<file path="src/inc/scp_pkg.sv">
package cwp_pkg;
  // ************************************************************
  // Word layout, edge count, serial mode and synchroniser depth
  // ************************************************************
  localparam int          WORD_W       = 9;
  localparam int          CNT_W        = 4;
  localparam logic [3:0]  LAST_EDGE    = 4'h9;
  localparam int          START_POS    = 8;
  localparam int          BIPOLAR_POS  = 7;
  localparam int          SPAN_POS     = 6;
  localparam int          PWR_DOWN_POS = 5;
  localparam int          CODING_POS   = 2;
  localparam logic [8:0]  CFG_RESET    = 9'h000;
  localparam logic [8:0]  WRITE_MASK   = 9'h1fc;
  localparam logic [1:0]  SERIAL_MODE  = 2'h3;
  localparam int          SYNC_STAGES  = 2;
endpackage

</file>
<file path="src/scp_sync.sv">
`timescale 1ns/1ps
module cwp_sync
  import cwp_pkg::*;
#(
  parameter int STAGES = SYNC_STAGES
) (
  // Clock and reset.
  input  wire logic sys_clk,
  input  wire logic reset_n,
  // Level in and out.
  input  wire logic din,
  output logic      dout
);
  logic [STAGES-1:0] sync_q;

  always_ff @(posedge sys_clk or negedge reset_n) begin
    if (!reset_n) begin
      sync_q <= '0;
    end else begin
      sync_q <= {sync_q[STAGES-2:0], din};
    end
  end

  assign dout = sync_q[STAGES-1];
endmodule

</file>
<file path="src/scp_config_port.sv">
`timescale 1ns/1ps
module cwp_config_port
  import cwp_pkg::*;
(
  // Clock and reset.
  input  wire logic       sys_clk,
  input  wire logic       reset_n,
  // Shared data pins D[17:14] in configuration use.
  input  wire logic       config_source_select,
  input  wire logic       cfg_serial_clock,
  input  wire logic       cfg_serial_in,
  input  wire logic       cfg_select_n,
  // Mode straps.
  input  wire logic [1:0] mode,
  input  wire logic       clock_invert,
  // Settings applied to the converter.
  output logic [8:0]      configuration_word,
  output logic [1:0]      input_range,
  output logic            power_down_bit,
  output logic            output_coding_sel,
  output logic            cfg_update
);
  // ************************************************************
  // Pin synchronisers
  // ************************************************************
  logic       clk_s, din_s, sel_s, src_s, inv_s;
  logic [1:0] mode_s;

  cwp_sync u_clk (.sys_clk(sys_clk), .reset_n(reset_n), .din(cfg_serial_clock), .dout(clk_s));
  cwp_sync u_din (.sys_clk(sys_clk), .reset_n(reset_n), .din(cfg_serial_in), .dout(din_s));
  cwp_sync u_sel (.sys_clk(sys_clk), .reset_n(reset_n), .din(~cfg_select_n), .dout(sel_s));
  cwp_sync u_src (.sys_clk(sys_clk), .reset_n(reset_n), .din(config_source_select), .dout(src_s));
  cwp_sync u_inv (.sys_clk(sys_clk), .reset_n(reset_n), .din(clock_invert), .dout(inv_s));
  cwp_sync u_mode0 (.sys_clk(sys_clk), .reset_n(reset_n), .din(mode[0]), .dout(mode_s[0]));
  cwp_sync u_mode1 (.sys_clk(sys_clk), .reset_n(reset_n), .din(mode[1]), .dout(mode_s[1]));

  // ************************************************************
  // Edge detection and enable
  // ************************************************************
  logic            clk_prev_q;
  logic            selected;
  logic            port_enable;
  logic            rise;
  logic            fall;
  logic            active_edge;
  logic [8:0]      shift_q, shift_d;
  logic [CNT_W-1:0] count_q, count_d;
  logic [8:0]      cfg_q, cfg_d;
  logic            upd_q;
  logic            loading;
  logic            start_ok;
  logic            commit;

  assign selected    = sel_s;
  assign port_enable = (mode_s == SERIAL_MODE) && !src_s;
  assign rise        = clk_s && !clk_prev_q;
  assign fall        = !clk_s && clk_prev_q;
  assign active_edge = inv_s ? fall : rise;
  assign loading     = count_q != '0;
  assign start_ok    = loading || din_s;
  assign commit      = port_enable && selected && active_edge && start_ok
                       && (count_q == LAST_EDGE - 4'h1);

  // ************************************************************
  // Shift and count
  // ************************************************************
  always_comb begin
    shift_d = shift_q;
    count_d = count_q;
    if (!selected || !port_enable) begin
      count_d = '0;
    end else if (active_edge && start_ok) begin
      shift_d = {shift_q[WORD_W-2:0], din_s};
      count_d = commit ? '0 : count_q + 4'h1;
    end
  end

  assign cfg_d = commit ? (({shift_q[WORD_W-2:0], din_s} & WRITE_MASK) | (cfg_q & ~WRITE_MASK))
                        : cfg_q;

  always_ff @(posedge sys_clk or negedge reset_n) begin
    if (!reset_n) begin
      clk_prev_q <= 1'b0;
      shift_q    <= CFG_RESET;
      count_q    <= '0;
      cfg_q      <= CFG_RESET;
      upd_q      <= 1'b0;
    end else begin
      clk_prev_q <= clk_s;
      shift_q    <= shift_d;
      count_q    <= count_d;
      cfg_q      <= cfg_d;
      upd_q      <= commit;
    end
  end

  // ************************************************************
  // Decoded settings
  // ************************************************************
  assign configuration_word = cfg_q;
  assign input_range        = {cfg_q[BIPOLAR_POS], cfg_q[SPAN_POS]};
  assign power_down_bit     = cfg_q[PWR_DOWN_POS];
  assign output_coding_sel  = cfg_q[CODING_POS];
  assign cfg_update         = upd_q;

  // ************************************************************
  // Checks
  // ************************************************************
  property p_reserved_hold;
    @(posedge sys_clk) disable iff (!reset_n)
    1'b1 |=> cfg_q[1:0] == $past(cfg_q[1:0]);
  endproperty
  a_reserved_hold: assert property (p_reserved_hold) else $error("reserved bits changed");

  property p_commit_only_enabled;
    @(posedge sys_clk) disable iff (!reset_n)
    !port_enable |=> count_q == '0 && $stable(cfg_q);
  endproperty
  a_commit_only_enabled: assert property (p_commit_only_enabled) else $error("commit while disabled");

  property p_cfg_stable_no_commit;
    @(posedge sys_clk) disable iff (!reset_n)
    !commit |=> $stable(cfg_q);
  endproperty
  a_cfg_stable_no_commit: assert property (p_cfg_stable_no_commit) else $error("config changed without commit");

  property p_update_pulse;
    @(posedge sys_clk) disable iff (!reset_n)
    commit |=> cfg_update ##1 !cfg_update;
  endproperty
  a_update_pulse: assert property (p_update_pulse) else $error("update pulse wrong");

  property p_count_clear_deselect;
    @(posedge sys_clk) disable iff (!reset_n)
    !selected |=> count_q == '0;
  endproperty
  a_count_clear_deselect: assert property (p_count_clear_deselect) else $error("count kept after deselect");

  property p_start_needed;
    @(posedge sys_clk) disable iff (!reset_n)
    (count_q == '0 && active_edge && !din_s) |=> count_q == '0;
  endproperty
  a_start_needed: assert property (p_start_needed) else $error("load began without start");

  property p_count_range;
    @(posedge sys_clk) disable iff (!reset_n)
    count_q < LAST_EDGE;
  endproperty
  a_count_range: assert property (p_count_range) else $error("count overran");

  property p_coding_out;
    @(posedge sys_clk) disable iff (!reset_n)
    commit |=> output_coding_sel == $past(shift_q[CODING_POS-1]);
  endproperty
  a_coding_out: assert property (p_coding_out) else $error("coding select wrong");

  property p_msb_commit;
    @(posedge sys_clk) disable iff (!reset_n)
    commit |=> cfg_q[WORD_W-1:CODING_POS] == $past(shift_q[WORD_W-2:CODING_POS-1]);
  endproperty
  a_msb_commit: assert property (p_msb_commit) else $error("committed word wrong");

  property p_range_out;
    @(posedge sys_clk) disable iff (!reset_n)
    commit |=> input_range == $past(shift_q[BIPOLAR_POS-1:SPAN_POS-1]);
  endproperty
  a_range_out: assert property (p_range_out) else $error("input range wrong");

  property p_power_down_out;
    @(posedge sys_clk) disable iff (!reset_n)
    commit |=> power_down_bit == $past(shift_q[PWR_DOWN_POS-1]);
  endproperty
  a_power_down_out: assert property (p_power_down_out) else $error("power down wrong");

  property p_start_kept;
    @(posedge sys_clk) disable iff (!reset_n)
    commit |=> cfg_q[START_POS];
  endproperty
  a_start_kept: assert property (p_start_kept) else $error("start bit not stored");

  property p_load_begin;
    @(posedge sys_clk) disable iff (!reset_n)
    (count_q == '0 && port_enable && selected && active_edge && din_s) |=> count_q == CNT_W'(1);
  endproperty
  a_load_begin: assert property (p_load_begin) else $error("load did not begin");

  property p_update_from_commit;
    @(posedge sys_clk) disable iff (!reset_n)
    cfg_update |-> $past(commit);
  endproperty
  a_update_from_commit: assert property (p_update_from_commit) else $error("update without commit");

  property p_reset_clear;
    @(posedge sys_clk)
    !reset_n ##1 !reset_n |-> cfg_q == CFG_RESET && !cfg_update;
  endproperty
  a_reset_clear: assert property (p_reset_clear) else $error("reset did not clear");

  c_commit:     cover property (@(posedge sys_clk) commit);
  c_abort:      cover property (@(posedge sys_clk) loading ##1 !selected);
  c_inverted:   cover property (@(posedge sys_clk) commit && inv_s);
  c_power_down: cover property (@(posedge sys_clk) commit ##1 power_down_bit);
  c_no_start:   cover property (@(posedge sys_clk) selected && !loading && active_edge && !din_s);
endmodule

</file>
<file path="config.mk">
export PLATFORM = sky130hd
export DESIGN_NAME = cwp_config_port
export DESIGN_NICKNAME = d
export VERILOG_FILES = /design/src/inc/scp_pkg.sv /design/src/scp_sync.sv /design/src/scp_config_port.sv
export SDC_FILE = /design/constraint.sdc
export NUM_CORES = 1
export LEC_CHECK = 0
export ABC_AREA = 0
export BUFFER_PORTS_ARGS = -buffer_cell sky130_fd_sc_hd__buf_2
export CORE_ASPECT_RATIO = 0.5
export CORE_MARGIN = 5
export CORE_UTILIZATION = 25
export CTS_CLUSTER_SIZE = 14
export DETAILED_ROUTE_END_ITERATION = 8
export GPL_TIMING_DRIVEN = 1
export PLACE_DENSITY_LB_ADDON = 0.05
export SKIP_CTS_REPAIR_TIMING = 1
export SYNTH_ARGS = -nofsm -noshare
export SYNTH_HDL_FRONTEND = slang
export SYNTH_SLANG_ARGS = --single-unit
</file>
<file path="constraint.sdc">
create_clock -name sys_clk -period 5.5 [get_ports sys_clk]
set_input_delay 0.275 -clock sys_clk [delete_from_list [all_inputs] [get_ports sys_clk]]
set_output_delay 0.275 -clock sys_clk [all_outputs]
set_load 0.005 [all_outputs]
</file>
# ---- Word level (Yosys, flattened, before mapping)
# Index checks and enable logic that the tools add are counted.
dict set report op_classes {
  addsub 1
  eq_ne 2
  n_mux 4
  n_bitwise 3
  n_reduce_logical 18
}
# cell n
set ops {}
lappend ops {{$mux W4} 3}
lappend ops {{$or A9 B2 Y9} 1}
lappend ops {{$logic_and A1 B1 Y1} 8}
lappend ops {{$logic_not A1 Y1} 5}
lappend ops {{$add A4 B1 Y4 const B} 1}
lappend ops {{$eq A4 B4 Y1 const B} 1}
lappend ops {{$reduce_bool A4 Y1} 1}
lappend ops {{$eq A2 B2 Y1 const B} 1}
lappend ops {{$logic_or A1 B1 Y1} 2}
lappend ops {{$not A1 Y1} 2}
lappend ops {{$reduce_and A2 Y1} 1}
lappend ops {{$reduce_bool A2 Y1} 1}
lappend ops {{$mux W1} 1}
dict set report word_totals {
  reg_bits 37
  input_bits 9
  output_inout_bits 14
}

# ---- Depth between registers and ports, before layout
# Gate-level depths: netlist (run 1).
dict set report logic_depth {
  ltp_word 9
  ltp_mapped 5
  mapped_depth_nobuf 5
}

# ---- By module
# From an unflattened synthesis (run 1), not the netlist that was laid out.
dict set report unflattened {
  cells_unflattened 92
  area_unflattened_um2 1375.1
}
# mod instances cells_each area_each_um2
set by_module_without_submodules {}
lappend by_module_without_submodules {cwp_config_port 1 78 1024.7}
lappend by_module_without_submodules {cwp_sync 7 2 50.0}

# ---- Least setup slack after synthesis (run 1)
# OpenSTA, ideal clock, no wires.
dict set report synth_timing {
  kind {reg2reg}
  from {reg u_inv.sync_q[1]}
  to {reg shift_q[0]}
  setup_time_ns 0.125
  arrival_time_ns 1.647
  path_slack_ns 3.728
  stages_incl_launch_ff 5
  path_cell_list {dfrtp_1 -> or3b_1 -> buf_6 -> a211oi_4 -> mux2_2}
}
dict set report synth_via {
  elab_chain_len 3
}
# item line_no
set synth_lines {}
lappend synth_lines {{start, declared} scp_sync.sv:14} ;# logic [STAGES-1:0] sync_q;
lappend synth_lines {{start signal, assigned} scp_sync.sv:20} ;# sync_q <= {sync_q[STAGES-2:0], din};
lappend synth_lines {{$mux W1} scp_config_port.sv:58} ;# assign active_edge = inv_s ? fall : rise;
lappend synth_lines {{$logic_and A1 B1 Y1} scp_config_port.sv:72} ;# end else if (active_edge && start_ok) begin
lappend synth_lines {{$reduce_and A2 Y1 (no line)} n/a}
lappend synth_lines {{end signal, assigned} scp_config_port.sv:90} ;# shift_q <= shift_d;
lappend synth_lines {{end, declared} scp_config_port.sv:46} ;# logic [8:0] shift_q, shift_d;
# Every way passes these cells.
# A chain may end at the register's enable or synchronous reset.

# ---- Final worst setup path (run 1)
# Ends and elaborated chain as after synthesis.

==> results of run 1 <==
-- cell families (layout without fill, tap and decap cells) --
kind of cell / Yosys count / in the layout
flip-flops: 35 / 35
multiplexers: 16 / 16
AND/OR/NAND/NOR: 16 / 16
AO/OA/AOI/OAI: 11 / 11
buffers and inverters: 11 / 32
adder cells (fa/ha/maj): 2 / 2
other: 1 / 2
-- area by class of cell --
cell class	instances	area (µm²)	share of cell area
clock buffers	5	68.8	0.0429
clock inverters	3	20.0	0.0125
inverters	4	15.0	0.00937
multi-input cells	47	432	0.269
flip-flops and latches	35	876	0.546
well taps	73	91.3	0.0570
repair buffers	20	100	0.0625
-- worst max-delay path by stage --
| stage | from | endpoint | slack [ns] |
|---|---|---|---|
| 2_1_floorplan | u_inv.sync_q[1]$_DFF_PN0_ | shift_q[0]$_DFFE_PN0P_ | 3.73 |
| 4_1_cts | u_inv.sync_q[1]$_DFF_PN0_ | shift_q[6]$_DFFE_PN0P_ | 3.46 |
| 3_3_place_gp | u_inv.sync_q[1]$_DFF_PN0_ | shift_q[4]$_DFFE_PN0P_ | 3.51 |
| 5_1_grt | u_inv.sync_q[1]$_DFF_PN0_ | shift_q[1]$_DFFE_PN0P_ | 3.38 |
| 3_5_place_dp | u_inv.sync_q[1]$_DFF_PN0_ | shift_q[6]$_DFFE_PN0P_ | 3.48 |
| 6_report | u_inv.sync_q[1]$_DFF_PN0_ | shift_q[0]$_DFFE_PN0P_ | 3.49 |
-- worst max-delay path: stages, from the launching register on --
cell and delay (ns):
sky130_fd_sc_hd__dfrtp_1 0.40, sky130_fd_sc_hd__or3b_1 0.55, sky130_fd_sc_hd__a211oi_4 0.55, sky130_fd_sc_hd__mux2_2 0.39
-- power by group through the flow --
| stage | clock network [mW] | registers [mW] | logic (mW) |
|---|---|---|---|
| after floorplan | 0 | 0.272 | 0.00877 |
| after global placement | 0 | 0.272 | 0.0155 |
| after detailed placement | 0 | 0.273 | 0.0162 |
| after CTS | 0.190 | 0.268 | 0.0162 |
| after global routing | 0.201 | 0.269 | 0.0180 |
| final | 0.180 | 0.268 | 0.0157 |
-- stage by stage --
step / area [µm²] / util / std cells
2_1_floorplan: 1380 / - / 93
3_3_place_gp: 1510 / 0.281 / 179
3_5_place_dp: 1510 / 0.281 / 179
4_1_cts: 1600 / 0.297 / 187
5_1_grt: 1600 / 0.297 / 187
6_report: 1600 / 0.297 / 187
-- routing by layer --
metal / GRT usage / part of all wire / vias to the layer above
met4: 0.0264 / 0.011 / 0
li1: - / - / 363
met1: 0.0940 / 0.47 / 386
met5: 0 / 0 / -
met2: 0.115 / 0.46 / 17
met3: 0.0406 / 0.066 / 5
-- sequential cells by signal, summed over array words and instances (netlist names) --
| name | count |
|---|---|
| cfg_update | 1 |
| clk_prev_q | 1 |
| configuration_word | 7 |
| count_q | 4 |
| shift_q | 8 |
| u_clk.sync_q | 2 |
| u_din.sync_q | 2 |
| u_inv.sync_q | 2 |
| u_mode0.sync_q | 2 |
| u_mode1.sync_q | 2 |
| u_sel.sync_q | 2 |
| u_src.sync_q | 2 |
-- placed cells by master (no fill, tap or decap), drive strengths merged, types with 2 or more instances in the layout --
cell / Yosys / final
nand3b: 2 / 2
a21oi: 2 / 2
conb: 1 / 2
buf: 7 / 20
nand4b: 2 / 2
nand2b: 2 / 2
clkbuf: 0 / 5
ha: 2 / 2
inv: 4 / 4
nand2: 3 / 3
clkinvlp: 0 / 2
a211oi: 3 / 3
mux2: 15 / 15
dfrtp: 35 / 35
nand3: 2 / 2
==> summary.txt, run 1 <==
Number of placed I/O pins = 23
Number of detailed-routing iterations run before antenna repair = 4
Vias in the first global route = 888
Max Cap Violations = 0
Share of synthesized area occupied by flip-flops and latches = 0.637
Slew @ Worst Pin = 0.795 ns
DRC errors left = 0
Worst r2r src = u_inv.sync_q[1]$_DFF_PN0_
Starting Density = 0.255
First-pass GRT wire length = 4.26 mm
Die ar. = 0.00717 mm²
Worst setup margin = 3.49 ns
Count of flip-flops with a built-in enable after synthesis = 0
Worst reg-to-reg path cell count = 3
Cell Area, Synth = 0.00138 mm²
Layout-stage area growth over the synthesis result = 16.6%
Register share of total power = 0.578
Final net count = 124
Worst setup timing slack at the placement stage = 3.48 ns
Critical register-to-register path endpoint = shift_q[0]$_DFFE_PN0P_
Net Switching = 0.106 mW
Antenna violations before repair = 0
Worst clock skew = 0.00532 ns
Core Footprint = 0.00540 mm²
Count of synthesis-stage warnings from yosys = 0
Antenna cell count = 0
Post-synthesis mux area share = 0.130
Post-Synth XOR/XNOR Area = 0
Number of DRC markers after the initial detailed-route iteration = 10
Worst min path class = in2async
Combinational family with the most area after synthesis = multiplexers
Compound-Gate Fraction of Synth Area = 0.0810
Clock transition at path regs = 0.07 ns
Power after layout = 0.463 mW
Largest net degree at the start of global routing = 36
Global placement routability congestion = 0.775
Top cells by area, synth = sky130_fd_sc_hd__dfrtp_1, sky130_fd_sc_hd__mux2_2, sky130_fd_sc_hd__buf_4
Synthesis-stage register bit count = 35
Post-synthesis instance total = 92
Critical Path AT = 2.17 ns
Floorplan die width = 115 µm
Most instantiated cells after synthesis = sky130_fd_sc_hd__dfrtp_1, sky130_fd_sc_hd__mux2_2, sky130_fd_sc_hd__buf_4
Vias per Instance = 4.12
Final setup TNS = 0 ns
Library cell occupying the most area in the post-synthesis netlist = sky130_fd_sc_hd__dfrtp_1
Top-count cell post-synth = sky130_fd_sc_hd__dfrtp_1
RSZ-0062 raised after global routing = false
Endpoints failing setup = 0
Hold slack = 0.0785 ns
Layout cells sized above 1 = 0.404
Number of port buffers = 20
Height of the die = 62.4 µm
Run status = finished clean
Hold Violations, Final = 0
Share of the synthesized area in the top cell type = 0.637
Global routing usage summed across all routing layers = 0.0767
Static power due to leakage = 0.749 nW
Average cell area after synthesis = 14.9 µm²
Worst-case clock buffer depth = 2
Share of flip-flops with an asynchronous set or reset after synthesis = 1.00
Switching Fraction = 0.228
Antenna-violating nets left = 0
Cell Rows = 19
Most instantiated flip-flop cell in the synthesis netlist = sky130_fd_sc_hd__dfrtp_1
Number of distinct library cells after synthesis = 27
Part of the power in the clock network = 0.388
Average wire length per cell after detail routing = 12.7 µm
Number of clock sinks = 35
TritonCTS clock tree = yes
Fraction of the mapped netlist area in simple logic gates = 0.0792
Final clock period utilization by the worst path = 0.365
IR drop worst, VDD = 0.0913 mV
Combinational fraction of design power = 0.034
Crit start category = flop
Total wirelength of the detailed-routed design = 2.37 mm
Max Slew Vio Count = 0
Vias post-DR = 771
HPWL after DPL = 1.73 mm
Area share of fa/ha/maj cells after synthesis = 0.0182
Power density over cell area = 289 mW/mm²
Type of destination of the critical path = flop
Clock latency at the later pin of the worst-skew pair = 0.28 ns
Startpoint-to-endpoint class of the critical path = reg2reg
Shortest clock period the worst path allows after layout = 2.01 ns
Achievable frequency = 498 MHz
Total of fill cells in the finished design = 556
Setup slack of the most critical reg-to-reg path = 3.49 ns
# H-tree levels = 2
Buffer type at the clock tree root = sky130_fd_sc_hd__clkbuf_8
Cts bufs inserted = 5
Max transition margin = 0.470
Crit-path max FO = 8
Cell Int Power = 0.358 mW
Required time at the endpoint of the critical path = 5.66 ns
Overflow after GRT = 0
Note: power is estimated with default switching activity, not from simulation.
==> inputs of run 2 (changes only) <==
clock period = 1.65 ns   (was 5.5 ns; I/O delays follow)
==> run 2 against run 1 <==
  * Clock power rose to 3.6 times the previous value
  * The run now ends with setup timing left
  * Largest power group unchanged
  * Wire length rose by 14%
  * Critical endpoint is now configuration_word[7]$_DFFE_PN0P_
  * Combinational power rose to 5.5 times the previous value
  * Critical path depth rose by 4
  * Critical path type unchanged
  * First-iteration DRC count rose by 70%
==> summary.txt, run 2 (same netlist as run 1, synthesis figures left out) <==
Setup slack of the most critical reg-to-reg path = -0.14 ns (was 3.49 ns)
Starting Density = 0.255 (unchanged)
Antenna cell count = 0 (unchanged)
Core Footprint = 0.00540 mm² (unchanged)
Number of placed I/O pins = 23 (unchanged)
DRC errors left = 0 (unchanged)
Vias per Instance = 3.99 (was 4.12)
Antenna-violating nets left = 0 (unchanged)
Floorplan die width = 115 µm (unchanged)
Endpoints failing setup = 15 (was 0)
Final standard cell area without fillers = 0.00194 mm² (was 0.00160 mm²)
Required time at the endpoint of the critical path = 1.82 ns (was 5.66 ns)
Clock latency at the later pin of the worst-skew pair = 0.28 ns (about the same)
Critical Path AT = 1.96 ns (was 2.17 ns)
Cell Rows = 19 (unchanged)
Worst-case clock buffer depth = 2 (unchanged)
Hold Violations, Final = 0 (unchanged)
Worst min path class = reg2reg (was in2async)
Global-route track usage on met1 = 0.108 (was 0.0940)
Worst clock skew = 0.00871 ns (was 0.00532 ns)
RSZ-0062 raised after global routing = true (was false)
Type of destination of the critical path = flop (unchanged)
HPWL after DPL = 1.79 mm (was 1.73 mm)
Power density over cell area = 840 mW/mm² (was 289 mW/mm²)
Static power due to leakage = 0.907 nW (was 0.749 nW)
Cts bufs inserted = 5 (unchanged)
Crit-path max FO = 7 (was 8)
Height of the die = 62.4 µm (unchanged)
Max Slew Vio Count = 0 (unchanged)
Max transition margin = 0.482 (was 0.470)
# H-tree levels = 2 (unchanged)
Overflow after GRT = 0 (unchanged)
Global routing usage summed across all routing layers = 0.0798 (was 0.0767)
Number of port buffers = 20 (unchanged)
Met3 layer usage reported by global route = 0.0377 (was 0.0406)
Instance area at placement = 0.00165 mm² (was 0.00151 mm²)
Achievable frequency = 557 MHz (was 498 MHz)
Buffer type at the clock tree root = sky130_fd_sc_hd__clkbuf_8 (unchanged)
Final net count = 151 (was 124)
Number of DRC markers after the initial detailed-route iteration = 17 (was 10)
Final setup TNS = -1.45 ns (was 0 ns)
Met2 capacity usage during global routing = 0.110 (was 0.115)
Total wirelength of the detailed-routed design = 2.70 mm (was 2.37 mm)
Average wire length per cell after detail routing = 12.6 µm (was 12.7 µm)
Layout-stage area growth over the synthesis result = 40.9% (was 16.6%)
Max FFs per register = 8 (unchanged)
Commonest non-fill, non-tap cell in the layout = sky130_fd_sc_hd__dfrtp_1 (unchanged)
Global placement routability congestion = 0.715 (was 0.775)
Worst setup margin = -0.144 ns (was 3.49 ns)
Clock transition at path regs = 0.07 ns (about the same)
Largest net degree at the start of global routing = 36 (unchanged)
Shortest clock period the worst path allows after layout = 1.79 ns (was 2.01 ns)
Startpoint-to-endpoint class of the critical path = reg2reg (unchanged)
Vias post-DR = 853 (was 771)
Slew @ Worst Pin = 0.777 ns (was 0.795 ns)
Failing checks = setup timing
IR drop worst, VDD = 0.311 mV (was 0.0913 mV)
Max Cap Violations = 0 (unchanged)
Number of detailed-routing iterations run before antenna repair = 4 (unchanged)
Die ar. = 0.00717 mm² (unchanged)
Layout cells sized above 1 = 0.489 (was 0.404)
Run status = finished, violations left (was finished clean)
TritonCTS clock tree = yes (unchanged)
Vias in the first global route = 876 (was 888)
GR peak layer = met2 (unchanged)
Antenna violations before repair = 0 (unchanged)
Most used cells in the layout excluding fill and tap cells = sky130_fd_sc_hd__dfrtp_1, sky130_fd_sc_hd__buf_2, sky130_fd_sc_hd__buf_4 (was sky130_fd_sc_hd__dfrtp_1, sky130_fd_sc_hd__buf_2, sky130_fd_sc_hd__mux2_2)
Crit start category = flop (unchanged)
Number of clock sinks = 35 (unchanged)
Final clock period utilization by the worst path = 1.09 (was 0.365)
First-pass GRT wire length = 4.35 mm (was 4.26 mm)
Most flops, register = shift_q (unchanged)
==> run 2: layout make-up <==
class	instances	area, µm²
inverters	4	15.0
clock inverters	2	16.3
repair buffers	47	352
fillers	534	3460
clock buffers	6	82.6
well taps	73	91.3
flip-flops and latches	35	876
multi-input cells	47	505
==> run 2: power breakdown <==
group	internal (mW)	switching [mW]
clock	0.340	0.311
sequential	0.881	0.00983
combinational	0.0447	0.0409
==> run 2: per-stage QoR <==
step                       util  worst slack (ns)  power [mW]  std cells  hold slack, ns
after CTS                 0.324            -0.147        1.64        201          -0.112
after detailed placement  0.305            -0.117       0.974        193           0.192
final                     0.359            -0.144        1.63        214           0.349
after global routing      0.359            -0.188        1.71        214           0.361
after global placement    0.305            -0.147       0.972        193           0.184
after floorplan               -           -0.0956       0.935         93          -0.213
==> run 2: path summary, 6_finish.rpt <==
check | depth (start not counted) | from | endpoint
worst max-delay path | 7 | count_q[0]$_DFFE_PN0P_ | configuration_word[7]$_DFFE_PN0P_
worst min-delay path | 0 | u_inv.sync_q[0]$_DFF_PN0_ | u_inv.sync_q[1]$_DFF_PN0_
worst max register to register | 7 | count_q[0]$_DFFE_PN0P_ | configuration_word[7]$_DFFE_PN0P_
worst min register to register | 0 | u_inv.sync_q[0]$_DFF_PN0_ | u_inv.sync_q[1]$_DFF_PN0_
max in group asynchronous | 2 | reset_n | u_din.sync_q[0]$_DFF_PN0_
min in group asynchronous | 2 | reset_n | count_q[0]$_DFFE_PN0P_
==> run 2: critical path, cell delays in order, from the launching register on <==
cell	delay, ns
sky130_fd_sc_hd__dfrtp_1	0.40
sky130_fd_sc_hd__inv_1	0.08
sky130_fd_sc_hd__ha_2	0.19
sky130_fd_sc_hd__buf_6	0.10
sky130_fd_sc_hd__nand3b_1	0.14
sky130_fd_sc_hd__a211oi_4	0.30
sky130_fd_sc_hd__buf_12	0.17
sky130_fd_sc_hd__mux2_4	0.30
==> run 2: per-layer routing <==
metal	vias to the layer above	part of all wire	wire, µm
met2	21	0.43	1170
met5	-	0	0
met3	7	0.058	157
met1	414	0.49	1330
li1	411	-	-
met4	0	0.015	40
